`src/hdl/balloon_pkg.sv`:
```
// Constants shared by the memory balloon page exchange block.
package balloon_pkg;

  // ==========================================================================
  // Register offsets (byte addresses, one 32-bit word each).
  localparam logic [7:0] ADDR_TARGET = 8'h00;
  localparam logic [7:0] ADDR_CURRENT = 8'h04;
  localparam logic [7:0] ADDR_DEV_FEAT = 8'h08;
  localparam logic [7:0] ADDR_DRV_FEAT = 8'h0C;
  localparam logic [7:0] ADDR_STATUS = 8'h10;
  localparam logic [7:0] ADDR_HELD = 8'h14;

  // ==========================================================================
  // Feature bit positions.
  localparam int FEAT_TELL = 0;
  localparam int FEAT_STATS = 1;
  localparam int FEAT_SHRINK = 2;

  // Device status bit positions.
  localparam int STAT_DRIVER_OK = 2;
  localparam int STAT_FEATURE_ACCEPT = 3;

  // ==========================================================================
  // Queue numbers.
  localparam logic [1:0] Q_INFLATE = 2'h0;
  localparam logic [1:0] Q_DEFLATE = 2'h1;
  localparam logic [1:0] Q_STATS = 2'h2;

  // Page numbers count 4096-byte units whatever the guest page size.
  localparam int PAGE_SHIFT = 12;

  // Values after reset.
  localparam logic [31:0] RST_WORD = 32'h0000_0000;
  localparam logic [3:0] RST_STATUS = 4'h0;
  localparam logic [2:0] RST_FEAT = 3'h0;

  // Request engine states.
  typedef enum logic [1:0] {
    S_IDLE = 2'b00,
    S_TAKE = 2'b01,
    S_ACK = 2'b10,
    S_REPLAY = 2'b11
  } state_t;

endpackage

```
`src/hdl/balloon_dev.sv`:
```
// Device side of the memory balloon: configuration registers and page queues.
//
// Behaviour
// - Feature bit 0 asks the guest to announce pages before reusing them.
// - Feature bit 1 offers a third queue for guest memory statistics.
// - Feature bit 2 lets the guest shrink the balloon when memory runs out.
// - Refuse feature acceptance when offered tell-before-reuse was not accepted.
// - Legacy mode never refuses and allows reuse before the device is told; reuse_early stays low there if tell-before-reuse was accepted.
// - Config holds target count then current count, both 32-bit little-endian.
// - Legacy mode keeps both config fields little-endian too.
// - Inflate requests carry 32-bit page numbers of 4096-byte units.
// - Each inflate or deflate request is acknowledged by marking it used.
// - Device may claim a page as soon as it reads its number.
// - With tell-before-reuse, deflated pages stay claimed until acknowledged while the page store has room and legacy mode is off.
// - Queue 0 inflates, queue 1 deflates, queue 2 exists only with statistics; queue 2 entries are taken whether or not statistics were negotiated.
//
// Added by the designer: the register offsets and the plain strobed port.
`timescale 1ns/1ns
module balloon_dev
  import balloon_pkg::*;
#(
  parameter logic [2:0] DEV_FEATURES = 3'h7,
  parameter bit REFUSE_NO_TELL = 1'b1,
  parameter int STORE_DEPTH = 16,
  parameter int COUNT_W = 16
) (
  input wire logic mclk,
  input wire logic rst,
  input wire logic [7:0] reg_addr,
  input wire logic [31:0] reg_wdata,
  input wire logic reg_wr,
  input wire logic reg_rd,
  output logic [31:0] reg_rdata,
  input wire logic [31:0] target_value,
  input wire logic target_load,
  input wire logic legacy_mode,
  input wire logic req_valid,
  input wire logic [1:0] req_queue,
  input wire logic [31:0] req_page,
  input wire logic req_last,
  output logic req_ready,
  output logic used_valid,
  output logic [1:0] used_queue,
  output logic [COUNT_W-1:0] used_count,
  output logic page_valid,
  output logic [43:0] page_addr,
  output logic page_claim,
  output logic config_changed,
  output logic reuse_early
);

  localparam int AW = $clog2(STORE_DEPTH);
  localparam int FW = $clog2(STORE_DEPTH + 1);
  localparam logic [FW-1:0] FILL_FULL = FW'(STORE_DEPTH);

  // ==========================================================================
  // Configuration and negotiation registers.
  logic [31:0] target_r, target_nxt;
  logic [31:0] current_r, current_nxt;
  logic [2:0] drv_feat_r, drv_feat_nxt;
  logic [3:0] status_r, status_nxt;
  logic [31:0] rdata_r, rdata_nxt;
  logic changed_r, changed_nxt;
  logic [31:0] held_r, held_nxt;
  logic reuse_r, reuse_nxt;
  logic [2:0] negotiated;
  logic refuse;

  // Features in force are those both sides agreed on.
  assign negotiated = DEV_FEATURES & drv_feat_r;
  // Outside legacy mode, acceptance fails when tell-before-reuse was offered but declined.
  assign refuse = REFUSE_NO_TELL && DEV_FEATURES[FEAT_TELL] && !drv_feat_r[FEAT_TELL]
                  && !legacy_mode;

  // Register writes, read mux and target loading.
  always_comb begin
    target_nxt = target_r;
    current_nxt = current_r;
    drv_feat_nxt = drv_feat_r;
    status_nxt = status_r;
    rdata_nxt = RST_WORD;
    changed_nxt = 1'b0;
    if (target_load) begin
      target_nxt = target_value;
      changed_nxt = (target_value != target_r);
    end
    if (reg_wr) begin
      unique case (reg_addr)
        ADDR_CURRENT: current_nxt = reg_wdata;
        ADDR_DRV_FEAT: begin
          if (!status_r[STAT_FEATURE_ACCEPT]) begin
            drv_feat_nxt = reg_wdata[2:0];
          end
        end
        ADDR_STATUS: begin
          status_nxt = reg_wdata[3:0];
          status_nxt[STAT_FEATURE_ACCEPT] = reg_wdata[STAT_FEATURE_ACCEPT] && !refuse;
          if (reg_wdata[3:0] == RST_STATUS) begin
            drv_feat_nxt = RST_FEAT;
          end
        end
        default: ;
      endcase
    end
    // Word values go out with byte 0 on the low lane in every mode.
    if (reg_rd) begin
      unique case (reg_addr)
        ADDR_TARGET: rdata_nxt = target_r;
        ADDR_CURRENT: rdata_nxt = current_r;
        ADDR_DEV_FEAT: rdata_nxt = {29'h0000_0000, DEV_FEATURES};
        ADDR_DRV_FEAT: rdata_nxt = {29'h0000_0000, drv_feat_r};
        ADDR_STATUS: rdata_nxt = {28'h000_0000, status_r};
        ADDR_HELD: rdata_nxt = held_r;
        default: rdata_nxt = RST_WORD;
      endcase
    end
    // Early reuse holds once features are accepted without tell-before-reuse.
    reuse_nxt = status_nxt[STAT_FEATURE_ACCEPT]
                && !(DEV_FEATURES[FEAT_TELL] && drv_feat_nxt[FEAT_TELL]);
  end

  // ==========================================================================
  // Request engine state.
  state_t state_r, state_nxt;
  logic [1:0] cur_q_r, cur_q_nxt;
  logic [COUNT_W-1:0] cnt_r, cnt_nxt;
  logic [FW-1:0] fill_r, fill_nxt;
  logic [FW-1:0] ridx_r, ridx_nxt;
  logic rd_pend_r, rd_pend_nxt;
  logic ready_r, ready_nxt;
  logic used_r, used_nxt;
  logic [1:0] used_q_r, used_q_nxt;
  logic [COUNT_W-1:0] used_cnt_r, used_cnt_nxt;
  logic pv_r, pv_nxt;
  logic [43:0] pa_r, pa_nxt;
  logic pc_r, pc_nxt;
  logic take;
  logic hold_deflate;
  logic st_wr, st_rd;
  logic [31:0] st_rdata;

  assign take = req_valid && ready_r;
  // With tell-before-reuse and legacy mode off, deflated pages stay claimed until acknowledgement when room allows.
  assign hold_deflate = negotiated[FEAT_TELL] && !legacy_mode && (fill_r != FILL_FULL);
  assign st_wr = (state_r == S_TAKE) && take && (req_queue == Q_DEFLATE) && hold_deflate;
  assign st_rd = (state_r == S_REPLAY) && (ridx_r != fill_r);

  page_store #(
    .WIDTH(32),
    .DEPTH(STORE_DEPTH)
  ) u_store (
    .mclk(mclk),
    .wr_en(st_wr),
    .wr_addr(fill_r[AW-1:0]),
    .wr_data(req_page),
    .rd_en(st_rd),
    .rd_addr(ridx_r[AW-1:0]),
    .rd_data(st_rdata)
  );

  // Entry intake, acknowledgement and replay of held deflations.
  always_comb begin
    state_nxt = state_r;
    cur_q_nxt = cur_q_r;
    cnt_nxt = cnt_r;
    fill_nxt = fill_r;
    ridx_nxt = ridx_r;
    rd_pend_nxt = st_rd;
    held_nxt = held_r;
    used_nxt = 1'b0;
    used_q_nxt = used_q_r;
    used_cnt_nxt = used_cnt_r;
    pv_nxt = 1'b0;
    pa_nxt = pa_r;
    pc_nxt = pc_r;
    unique case (state_r)
      S_IDLE: begin
        if (status_r[STAT_DRIVER_OK]) begin
          state_nxt = S_TAKE;
        end
      end
      S_TAKE: begin
        if (!status_r[STAT_DRIVER_OK]) begin
          state_nxt = S_IDLE;
        end else if (take) begin
          cur_q_nxt = req_queue;
          cnt_nxt = cnt_r + COUNT_W'(1);
          unique case (req_queue)
            Q_INFLATE: begin
              // The page is claimed the moment its number is read.
              pv_nxt = 1'b1;
              pc_nxt = 1'b1;
              pa_nxt = {req_page, 12'h000};
              held_nxt = held_r + 32'h0000_0001;
            end
            Q_DEFLATE: begin
              if (hold_deflate) begin
                fill_nxt = fill_r + FW'(1);
              end else begin
                // Without tell-before-reuse the release is immediate.
                pv_nxt = 1'b1;
                pc_nxt = 1'b0;
                pa_nxt = {req_page, 12'h000};
                held_nxt = (held_r == RST_WORD) ? held_r : held_r - 32'h0000_0001;
              end
            end
            default: ;
          endcase
          if (req_last) begin
            cnt_nxt = '0;
            // Statistics buffers are kept, not used; other numbers are dropped.
            if (req_queue == Q_INFLATE || req_queue == Q_DEFLATE) begin
              state_nxt = S_ACK;
              used_cnt_nxt = cnt_r + COUNT_W'(1);
            end
          end
        end
      end
      S_ACK: begin
        // The request is marked used on its own queue.
        used_nxt = 1'b1;
        used_q_nxt = cur_q_r;
        ridx_nxt = '0;
        state_nxt = (fill_r != '0) ? S_REPLAY : S_TAKE;
      end
      S_REPLAY: begin
        if (st_rd) begin
          ridx_nxt = ridx_r + FW'(1);
        end
        // Held deflations are released only after the acknowledgement.
        if (rd_pend_r) begin
          pv_nxt = 1'b1;
          pc_nxt = 1'b0;
          pa_nxt = {st_rdata, 12'h000};
          held_nxt = (held_r == RST_WORD) ? held_r : held_r - 32'h0000_0001;
        end
        if (!st_rd && !rd_pend_r) begin
          fill_nxt = '0;
          state_nxt = S_TAKE;
        end
      end
    endcase
    // Entries are offered only while running and collecting.
    // The next status is used so that ready drops in the same edge as driver-running.
    ready_nxt = (state_nxt == S_TAKE) && status_nxt[STAT_DRIVER_OK] && (state_r != S_ACK);
  end

  // ==========================================================================
  // All registers of the block.
  always_ff @(posedge mclk) begin
    if (rst) begin
      target_r <= RST_WORD;
      current_r <= RST_WORD;
      drv_feat_r <= RST_FEAT;
      status_r <= RST_STATUS;
      rdata_r <= RST_WORD;
      changed_r <= 1'b0;
      reuse_r <= 1'b0;
      state_r <= S_IDLE;
      cur_q_r <= Q_INFLATE;
      cnt_r <= '0;
      fill_r <= '0;
      ridx_r <= '0;
      rd_pend_r <= 1'b0;
      held_r <= RST_WORD;
      ready_r <= 1'b0;
      used_r <= 1'b0;
      used_q_r <= Q_INFLATE;
      used_cnt_r <= '0;
      pv_r <= 1'b0;
      pa_r <= '0;
      pc_r <= 1'b0;
    end else begin
      target_r <= target_nxt;
      current_r <= current_nxt;
      drv_feat_r <= drv_feat_nxt;
      status_r <= status_nxt;
      rdata_r <= rdata_nxt;
      changed_r <= changed_nxt;
      reuse_r <= reuse_nxt;
      state_r <= state_nxt;
      cur_q_r <= cur_q_nxt;
      cnt_r <= cnt_nxt;
      fill_r <= fill_nxt;
      ridx_r <= ridx_nxt;
      rd_pend_r <= rd_pend_nxt;
      held_r <= held_nxt;
      ready_r <= ready_nxt;
      used_r <= used_nxt;
      used_q_r <= used_q_nxt;
      used_cnt_r <= used_cnt_nxt;
      pv_r <= pv_nxt;
      pa_r <= pa_nxt;
      pc_r <= pc_nxt;
    end
  end

  // Outputs come straight from registers.
  assign reg_rdata = rdata_r;
  assign req_ready = ready_r;
  assign used_valid = used_r;
  assign used_queue = used_q_r;
  assign used_count = used_cnt_r;
  assign page_valid = pv_r;
  assign page_addr = pa_r;
  assign page_claim = pc_r;
  assign config_changed = changed_r;
  assign reuse_early = reuse_r;
endmodule

```
`src/hdl/page_store.sv`:
```
// Small memory that keeps deflated page numbers until the request is acknowledged.
`timescale 1ns/1ns
module page_store #(
  parameter int WIDTH = 32,
  parameter int DEPTH = 16,
  parameter int AW = $clog2(DEPTH)
) (
  input wire logic mclk,
  input wire logic wr_en,
  input wire logic [AW-1:0] wr_addr,
  input wire logic [WIDTH-1:0] wr_data,
  input wire logic rd_en,
  input wire logic [AW-1:0] rd_addr,
  output logic [WIDTH-1:0] rd_data
);

  logic [WIDTH-1:0] mem [DEPTH];

  // ==========================================================================
  // Write port and registered read port.
  always_ff @(posedge mclk) begin
    if (wr_en) begin
      mem[wr_addr] <= wr_data;
    end
    if (rd_en) begin
      rd_data <= mem[rd_addr];
    end
  end

endmodule

```
`config.mk`:
```
export PLATFORM = sky130hd
export DESIGN_NAME = balloon_dev
export DESIGN_NICKNAME = d
export VERILOG_FILES = /design/src/hdl/balloon_pkg.sv /design/src/hdl/balloon_dev.sv /design/src/hdl/page_store.sv
export SDC_FILE = /design/constraint.sdc
export NUM_CORES = 1
export LEC_CHECK = 0
export ABC_AREA = 0
export BUFFER_PORTS_ARGS = -buffer_cell sky130_fd_sc_hd__buf_2
export CORE_MARGIN = 2
export CORE_UTILIZATION = 50
export CTS_CLUSTER_SIZE = 25
export DETAILED_ROUTE_END_ITERATION = 6
export PLACE_DENSITY = 0.68
export REMOVE_ABC_BUFFERS = 1
export SLEW_MARGIN = 30
export SYNTH_ARGS = -nofsm -noshare
export SYNTH_HDL_FRONTEND = slang
export SYNTH_SLANG_ARGS = --single-unit
```
`constraint.sdc`:
```
create_clock -name mclk -period 11.7 [get_ports mclk]
set_input_delay 1.17 -clock mclk [delete_from_list [all_inputs] [get_ports mclk]]
set_output_delay 1.17 -clock mclk [all_outputs]
set_load 0.05 [all_outputs]
```
Word-level counts from Yosys, hierarchy flattened
Memories as Yosys holds them, arrays and structs flattened. A register that Yosys moved wholly into a read port is not among the register bits.
Cells that the tools add are included.
Widths: inputs -> output; s select.
{ "totals": {"inputBits": 114, "elab_cells": 147, "ff_bits": 234, "ram_bits": 512, "n_memories": 1, "output_inout_bits": 100} }
{ "classes": {"n_mux": 52, "n_addsub": 5, "n_eq_ne": 25, "bitwise_logic": 2, "n_reduce_logical": 39} }
{ "memory_table": {"columns": ["name", "depth", "word_bits", "read_ports", "rd_ports_with_merged_regs", "write_ports", "line", "source"], "rows": [
  ["u_store.mem", 16, 32, 1, 1, 1, "page_store.sv:17", "logic [WIDTH-1:0] mem [DEPTH];"]
]} }
{ "ops": {"columns": ["op", "count"], "rows": [
  ["$pmux 32 s6", 1],
  ["$mux 44", 4],
  ["$pmux 44 s2", 2],
  ["$mux 32", 5],
  ["$pmux 32 s2", 2],
  ["$add 32x1->32 const B", 1],
  ["$logic_not 32->1", 1],
  ["$ne 32x32->1", 1],
  ["$sub 32x1->32 const B", 1],
  ["$mux 5", 6],
  ["$pmux 5 s2", 2],
  ["$add 16x1->16 const B", 1],
  ["$eq 8x4->1 const B", 2],
  ["$eq 8x5->1 const B", 2],
  ["$mux 16", 1],
  ["$ne 2x2->1 const B", 8],
  ["$mux 2", 7],
  ["$logic_and 1x1->1", 13],
  ["$mux 1", 12],
  ["$reduce_and 6->1", 2],
  ["$add 5x1->5 const B", 2],
  ["$eq 8x3->1 const B", 1],
  ["$logic_not 8->1", 1],
  ["$mux 4", 2],
  ["other kinds (23)", 43]
]} }

Depth between registers and ports, before layout
{ "logic_depth": {"depth_word": 10, "depth_mapped": 10, "ltp_nobuf": 8} }

Hierarchy
A second synthesis with hierarchy kept.
{ "unflattened": {"cells_unflattened": 2139, "hier_area_um2": 30879.6} }
{ "by_module_without_submodules": {"columns": ["module", "cells_each", "seq_area_each_um2", "n_inst", "area_per_inst_um2"], "rows": [
  ["page_store", 838, 16335.7, 1, 20174.3],
  ["balloon_dev", 1301, 4444.3, 1, 10705.3]
]} }

Worst setup path before layout
No wires, ideal clock.
{ "synth_timing": {"kind": "input-to-reg", "start": "input req_valid", "end": "memory u_store.mem[3][0], enable pin", "arrival_ns": 4.302, "required_time_ns": 11.239, "path_buffers": 0, "setup_slack_ns": 6.937, "setup_time_ns": 0.461, "stages": 5, "path_cell_list": "nand3_1 > or3_1 > nor3_1 > nand2_1 > nor3_1"} }
{ "synth_between": {"elab_chain_len": 6} }
{ "synth_lines": {"columns": ["item", "line", "source"], "rows": [
  ["from (decl)", "balloon_dev.sv:37", "input wire logic req_valid,"],
  ["$logic_and 1x1->1", "balloon_dev.sv:142", "assign take = req_valid && ready_r;"],
  ["$logic_and 1x1->1 (3 in series)", "balloon_dev.sv:145", "assign st_wr = (state_r == S_TAKE) && take && (req_queue == Q_DEFLATE) && hold_deflate;"],
  ["$mux 1", "page_store.sv:22", "if (wr_en) begin"],
  ["$mux 1 (not written as such)", "page_store.sv:23", "mem[wr_addr] <= wr_data;"],
  ["to (decl)", "page_store.sv:17", null]
]} }
Every way passes these cells.

Worst setup path after layout
{ "layout_timing": {"start": "register fill_r[0]", "end": "register held_r[19]"} }
{ "layout_between": {"elab_chain_len": 4} }
{ "layout_lines": {"columns": ["item", "line", "source"], "rows": [
  ["from (decl)", "balloon_dev.sv:127", "logic [FW-1:0] fill_r, fill_nxt;"],
  ["from (signal assigned)", "balloon_dev.sv:284", "fill_r <= fill_nxt;"],
  ["$ne 5x5->1", "balloon_dev.sv:144", "assign hold_deflate = negotiated[FEAT_TELL] && !legacy_mode && (fill_r != FILL_FULL);"],
  ["$logic_and 1x1->1", "balloon_dev.sv:144", null],
  ["$ne 3x3->1 (no line)", null, null],
  ["$reduce_and 6->1 (no line)", null, null],
  ["to (signal assigned)", "balloon_dev.sv:287", "held_r <= held_nxt;"],
  ["to (decl)", "balloon_dev.sv:64", "logic [31:0] held_r, held_nxt;"]
]} }
Every way passes these cells.
A chain may end at the register's enable or synchronous reset.

==> flow_summary.yaml <==
worst_setup_path:
  crit_required_ns: 12.20
  end_kind: "flop"
  cp_slowest_stage_delay_ns: 0.69
  reg2reg_depth: 9
  start_kind: "flop"
  worst_ep_arrival_time_ns: 4.23
  slowest_stage: "buf_4"
  critical_path_class: "flop to flop"
  path_cells: "inv_1 -> ha_1 -> nor4bb_1 -> o2111ai_1 -> nand2_4 -> buf_4 -> nand3_1 -> o31ai_1 -> mux2_2"
  critPathMaxFanout: 63
  ff2ff_setup_slack_ns: 7.97
placed_design:
  dpl.hpwl_mm: 43.0
  numPortBuffers: 201
  gp_congestion: 0.923
sta:
  slew_headroom_pct: 37.1
  hold_violations: 0
  max_freq_mhz: 268
  rsz0062_at_grt: "no"
  fin_setup_tns_ns: 0
  post-route-min-period_ns: 3.73
  worst_pin_slew_ns: 0.944
  setup_viol: 0
  period_share_pct: 31.9
  drv_slew: 0
  finClkSkew_ns: 0.0167
job:
  cap_violations: 0
floorplanning:
  dieWidth_um: 252
  io_pins: 214
  dieArea_um2: 63300
  die_h_um: 252
  core_um2: 60500
  row_count: 90
  start_util_pct: 50.7
synth:
  synth_edf_count: 544
  synth-main-ff-cell: "edfxtp_1"
  avgSynthCellArea_um2: 15.0
  synth.distinct_cells: 71
  synthArstFlopShare_pct: 0
  ys_warn_count: 0
  yosysSeqAreaShare_pct: 67.8
  synth_cells: 2041
  ys_ff_latch: 766
  netlist_area_um2: 30700
power_and_ir_drop:
  power_mw: 5.59
  clkPwrFrac_pct: 45.6
  comb_power_share_pct: 2.3
  sequentialPowerShare_pct: 52.1
  intPower_mw: 4.45
  p_sw_mw: 1.14
  ir_worst_vdd_mv: 0.160
  leakagePower_nw: 11.7
  sw_frac_of_total_pct: 20.4
  power.density_nw_per_um2: 159
clocking:
  cts_root_buf: "clkbuf_16"
  clock_path_buffers: 3
  post_cts.repair.setup_buffers: 0
  clock_sinks: 766
  h-tree-depth: 3
  insertion_delay_ns: 0.62
  cts_buffers: 79
  hold_buffers: 0
  cts_resized: 0
  cts_tree: "built"
  path_clk_slew_ns: 0.06
routing:
  first_pass_iters: 7
  drc: 0
  num_vias: 18600
  wire_per_inst_um: 23.7
  vias_per_cell: 6.03
  wirelength_mm: 73.0
  drtIter0Drc: 1734
  ant_nets: 0
cells_and_area:
  utilization_pct: 58.3
  fill_cells: 4653
  drive_above_1_share_pct: 24.4
  nNetsFinal: 2353
  area_growth_pct: 14.9
global_routing:
  grt-ovfl-total: 0
  grt.total_usage_pct: 23.1
  grt_antenna_before_repair: 5
  grt_first_pass_wirelength_mm: 111
  grt_pass1_vias: 18700
  grt_max_degree: 78
hold_path:
  hp-class: "flop to flop"
  whs_path_depth: 2
status:
  status: "finished, final reports clean"
[layout by cell type, fill, tap and decap left out, drive strengths merged, types with 4 or more instances in the layout]
master  synthesis  routed
nor3           38      38
mux2i          35      35
buf            47     239
nand4          24      24
or4             9       9
nor2          197     197
conb            1      12
o31ai           5       5
nand3b          7       7
edfxtp        544     544
nor2b          10      10
ha              9       9
a211oi         15      15
o21ai          21      21
nand3          33      33
a311oi         34      34
clkinv          1      30
inv            13      15
xnor2          14      14
xor2           58      58
clkbuf         95     100
mux4          160     160
bufinv          0       9
a222oi         29      29
a22oi           8       8
nor4           22      22
a32o            5       5
dfxtp         222     222
and3           16      16
or3            12      12
diode           0       4
a21oi          75      75
a31oi          12      12
and4            5       5
nand2         196     196
and2           12      12
nand2b          8       8
[registers in the layout, indices dropped and copies added (netlist names), 2 cells and up]
signal	cells
page_addr	32
held_r	32
ridx_r	5
used_queue	2
used_count	16
status_r	4
state_r	2
cnt_r	16
reg_rdata	32
drv_feat_r	3
target_r	32
fill_r	5
current_r	32
u_store.mem	512
cur_q_r	2
u_store.rd_data	32
[power by group through the flow]
| stage | registers, mW | logic [mW] | clock network [mW] |
|---|---|---|---|
| 2_1_floorplan | 2.97 | 0.0494 | 0 |
| 3_3_place_gp | 2.97 | 0.124 | 0 |
| 3_5_place_dp | 2.97 | 0.128 | 0 |
| 4_1_cts | 2.91 | 0.129 | 2.60 |
| 5_1_grt | 2.91 | 0.141 | 2.71 |
| 6_report | 2.91 | 0.128 | 2.55 |
[worst max-delay path: cells and delay by family (launching register included)]
family          cells  cell delay, ns
simple gates        3            1.07
mux                 1            0.36
fa+ha+maj           1            0.22
flops               1            0.36
buf+inv             2            0.84
compound gates      2            0.73
[worst paths after layout]
| check | from | to |
|---|---|---|
| max reg2reg | fill_r[0] | held_r[19] |
| min reg2reg | current_r[4] | current_r[4] |
| max | fill_r[0] | held_r[19] |
| min | current_r[4] | current_r[4] |
[metal layers]
layer	global-route usage (%)	part of all wire, %	vias to the layer above
li1	-	-	8272
met3	3.90	6.3	126
met5	0	0.022	-
met4	6.94	2.2	2
met1	31.3	42	9444
met2	38.6	50	709
[cell type report]
| type | instances | area, um2 | area share (%) |
|---|---|---|---|
| Antenna cell | 4 | 10.0 | 0.0284 |
| Inverter | 14 | 52.6 | 0.149 |
| Clock buffer | 100 | 2150 | 6.10 |
| Clock inverter | 43 | 514 | 1.46 |
| Sequential cell | 766 | 20800 | 59.0 |
| Multi-Input combinational cell | 1130 | 9420 | 26.7 |
| Timing Repair Buffer | 239 | 1330 | 3.77 |
| Tap cell | 782 | 978 | 2.78 |
[per-stage QoR]
stage          instances  hold WS (ns)  cell area, um2  setup WS (ns)
2_1_floorplan       1910         0.426           30100           3.57
5_1_grt             3075         0.482           35200           7.60
3_3_place_gp        2929         0.441           32500           7.77
6_report            3078         0.459           35200           7.97
4_1_cts             3074         0.458           35200           8.03
3_5_place_dp        2931         0.449           32600           7.68
[synth_stat cells (8+ instances only)]
cell type,number,area share [%]
and2_1,12,0.24
xnor2_1,14,0.40
o21ai_0,21,0.34
dfxtp_1,222,14
a22oi_1,8,0.20
nand3_1,33,0.54
xor2_1,58,1.7
nand2_1,196,2.4
nor4_1,21,0.43
mux4_2,160,12
edfxtp_1,544,53
and3_1,16,0.33
clkbuf_1,95,1.2
nand2b_1,8,0.16
a31oi_1,11,0.22
nor3_1,37,0.60
nor2b_1,10,0.20
or3_1,11,0.22
nand4_1,24,0.49
buf_1,26,0.32
a311oi_1,34,0.97
ha_1,9,0.37
buf_4,12,0.29
a211oi_1,15,0.37
a222oi_1,29,0.95
nor2_1,197,2.4
mux2i_1,35,1.1
or4_1,8,0.20
a21oi_1,75,1.2
inv_1,13,0.16
[cell families (layout without fill, tap and decap cells)]
family / count (synthesis) / after routing / synth area share (%)
AO/OA/AOI/OAI: 233 / 233 / 5.43
XOR/XNOR: 72 / 72 / 2.06
adder cells (fa/ha/maj): 9 / 9 / 0.367
buffers and inverters: 156 / 396 / 2.13
flip-flops: 766 / 766 / 67.8
multiplexers: 198 / 198 / 13.0
other: 1 / 16 / 0.0122
AND/OR/NAND/NOR: 606 / 606 / 9.23
No activity file was read; power rests on OpenSTA's default activity.
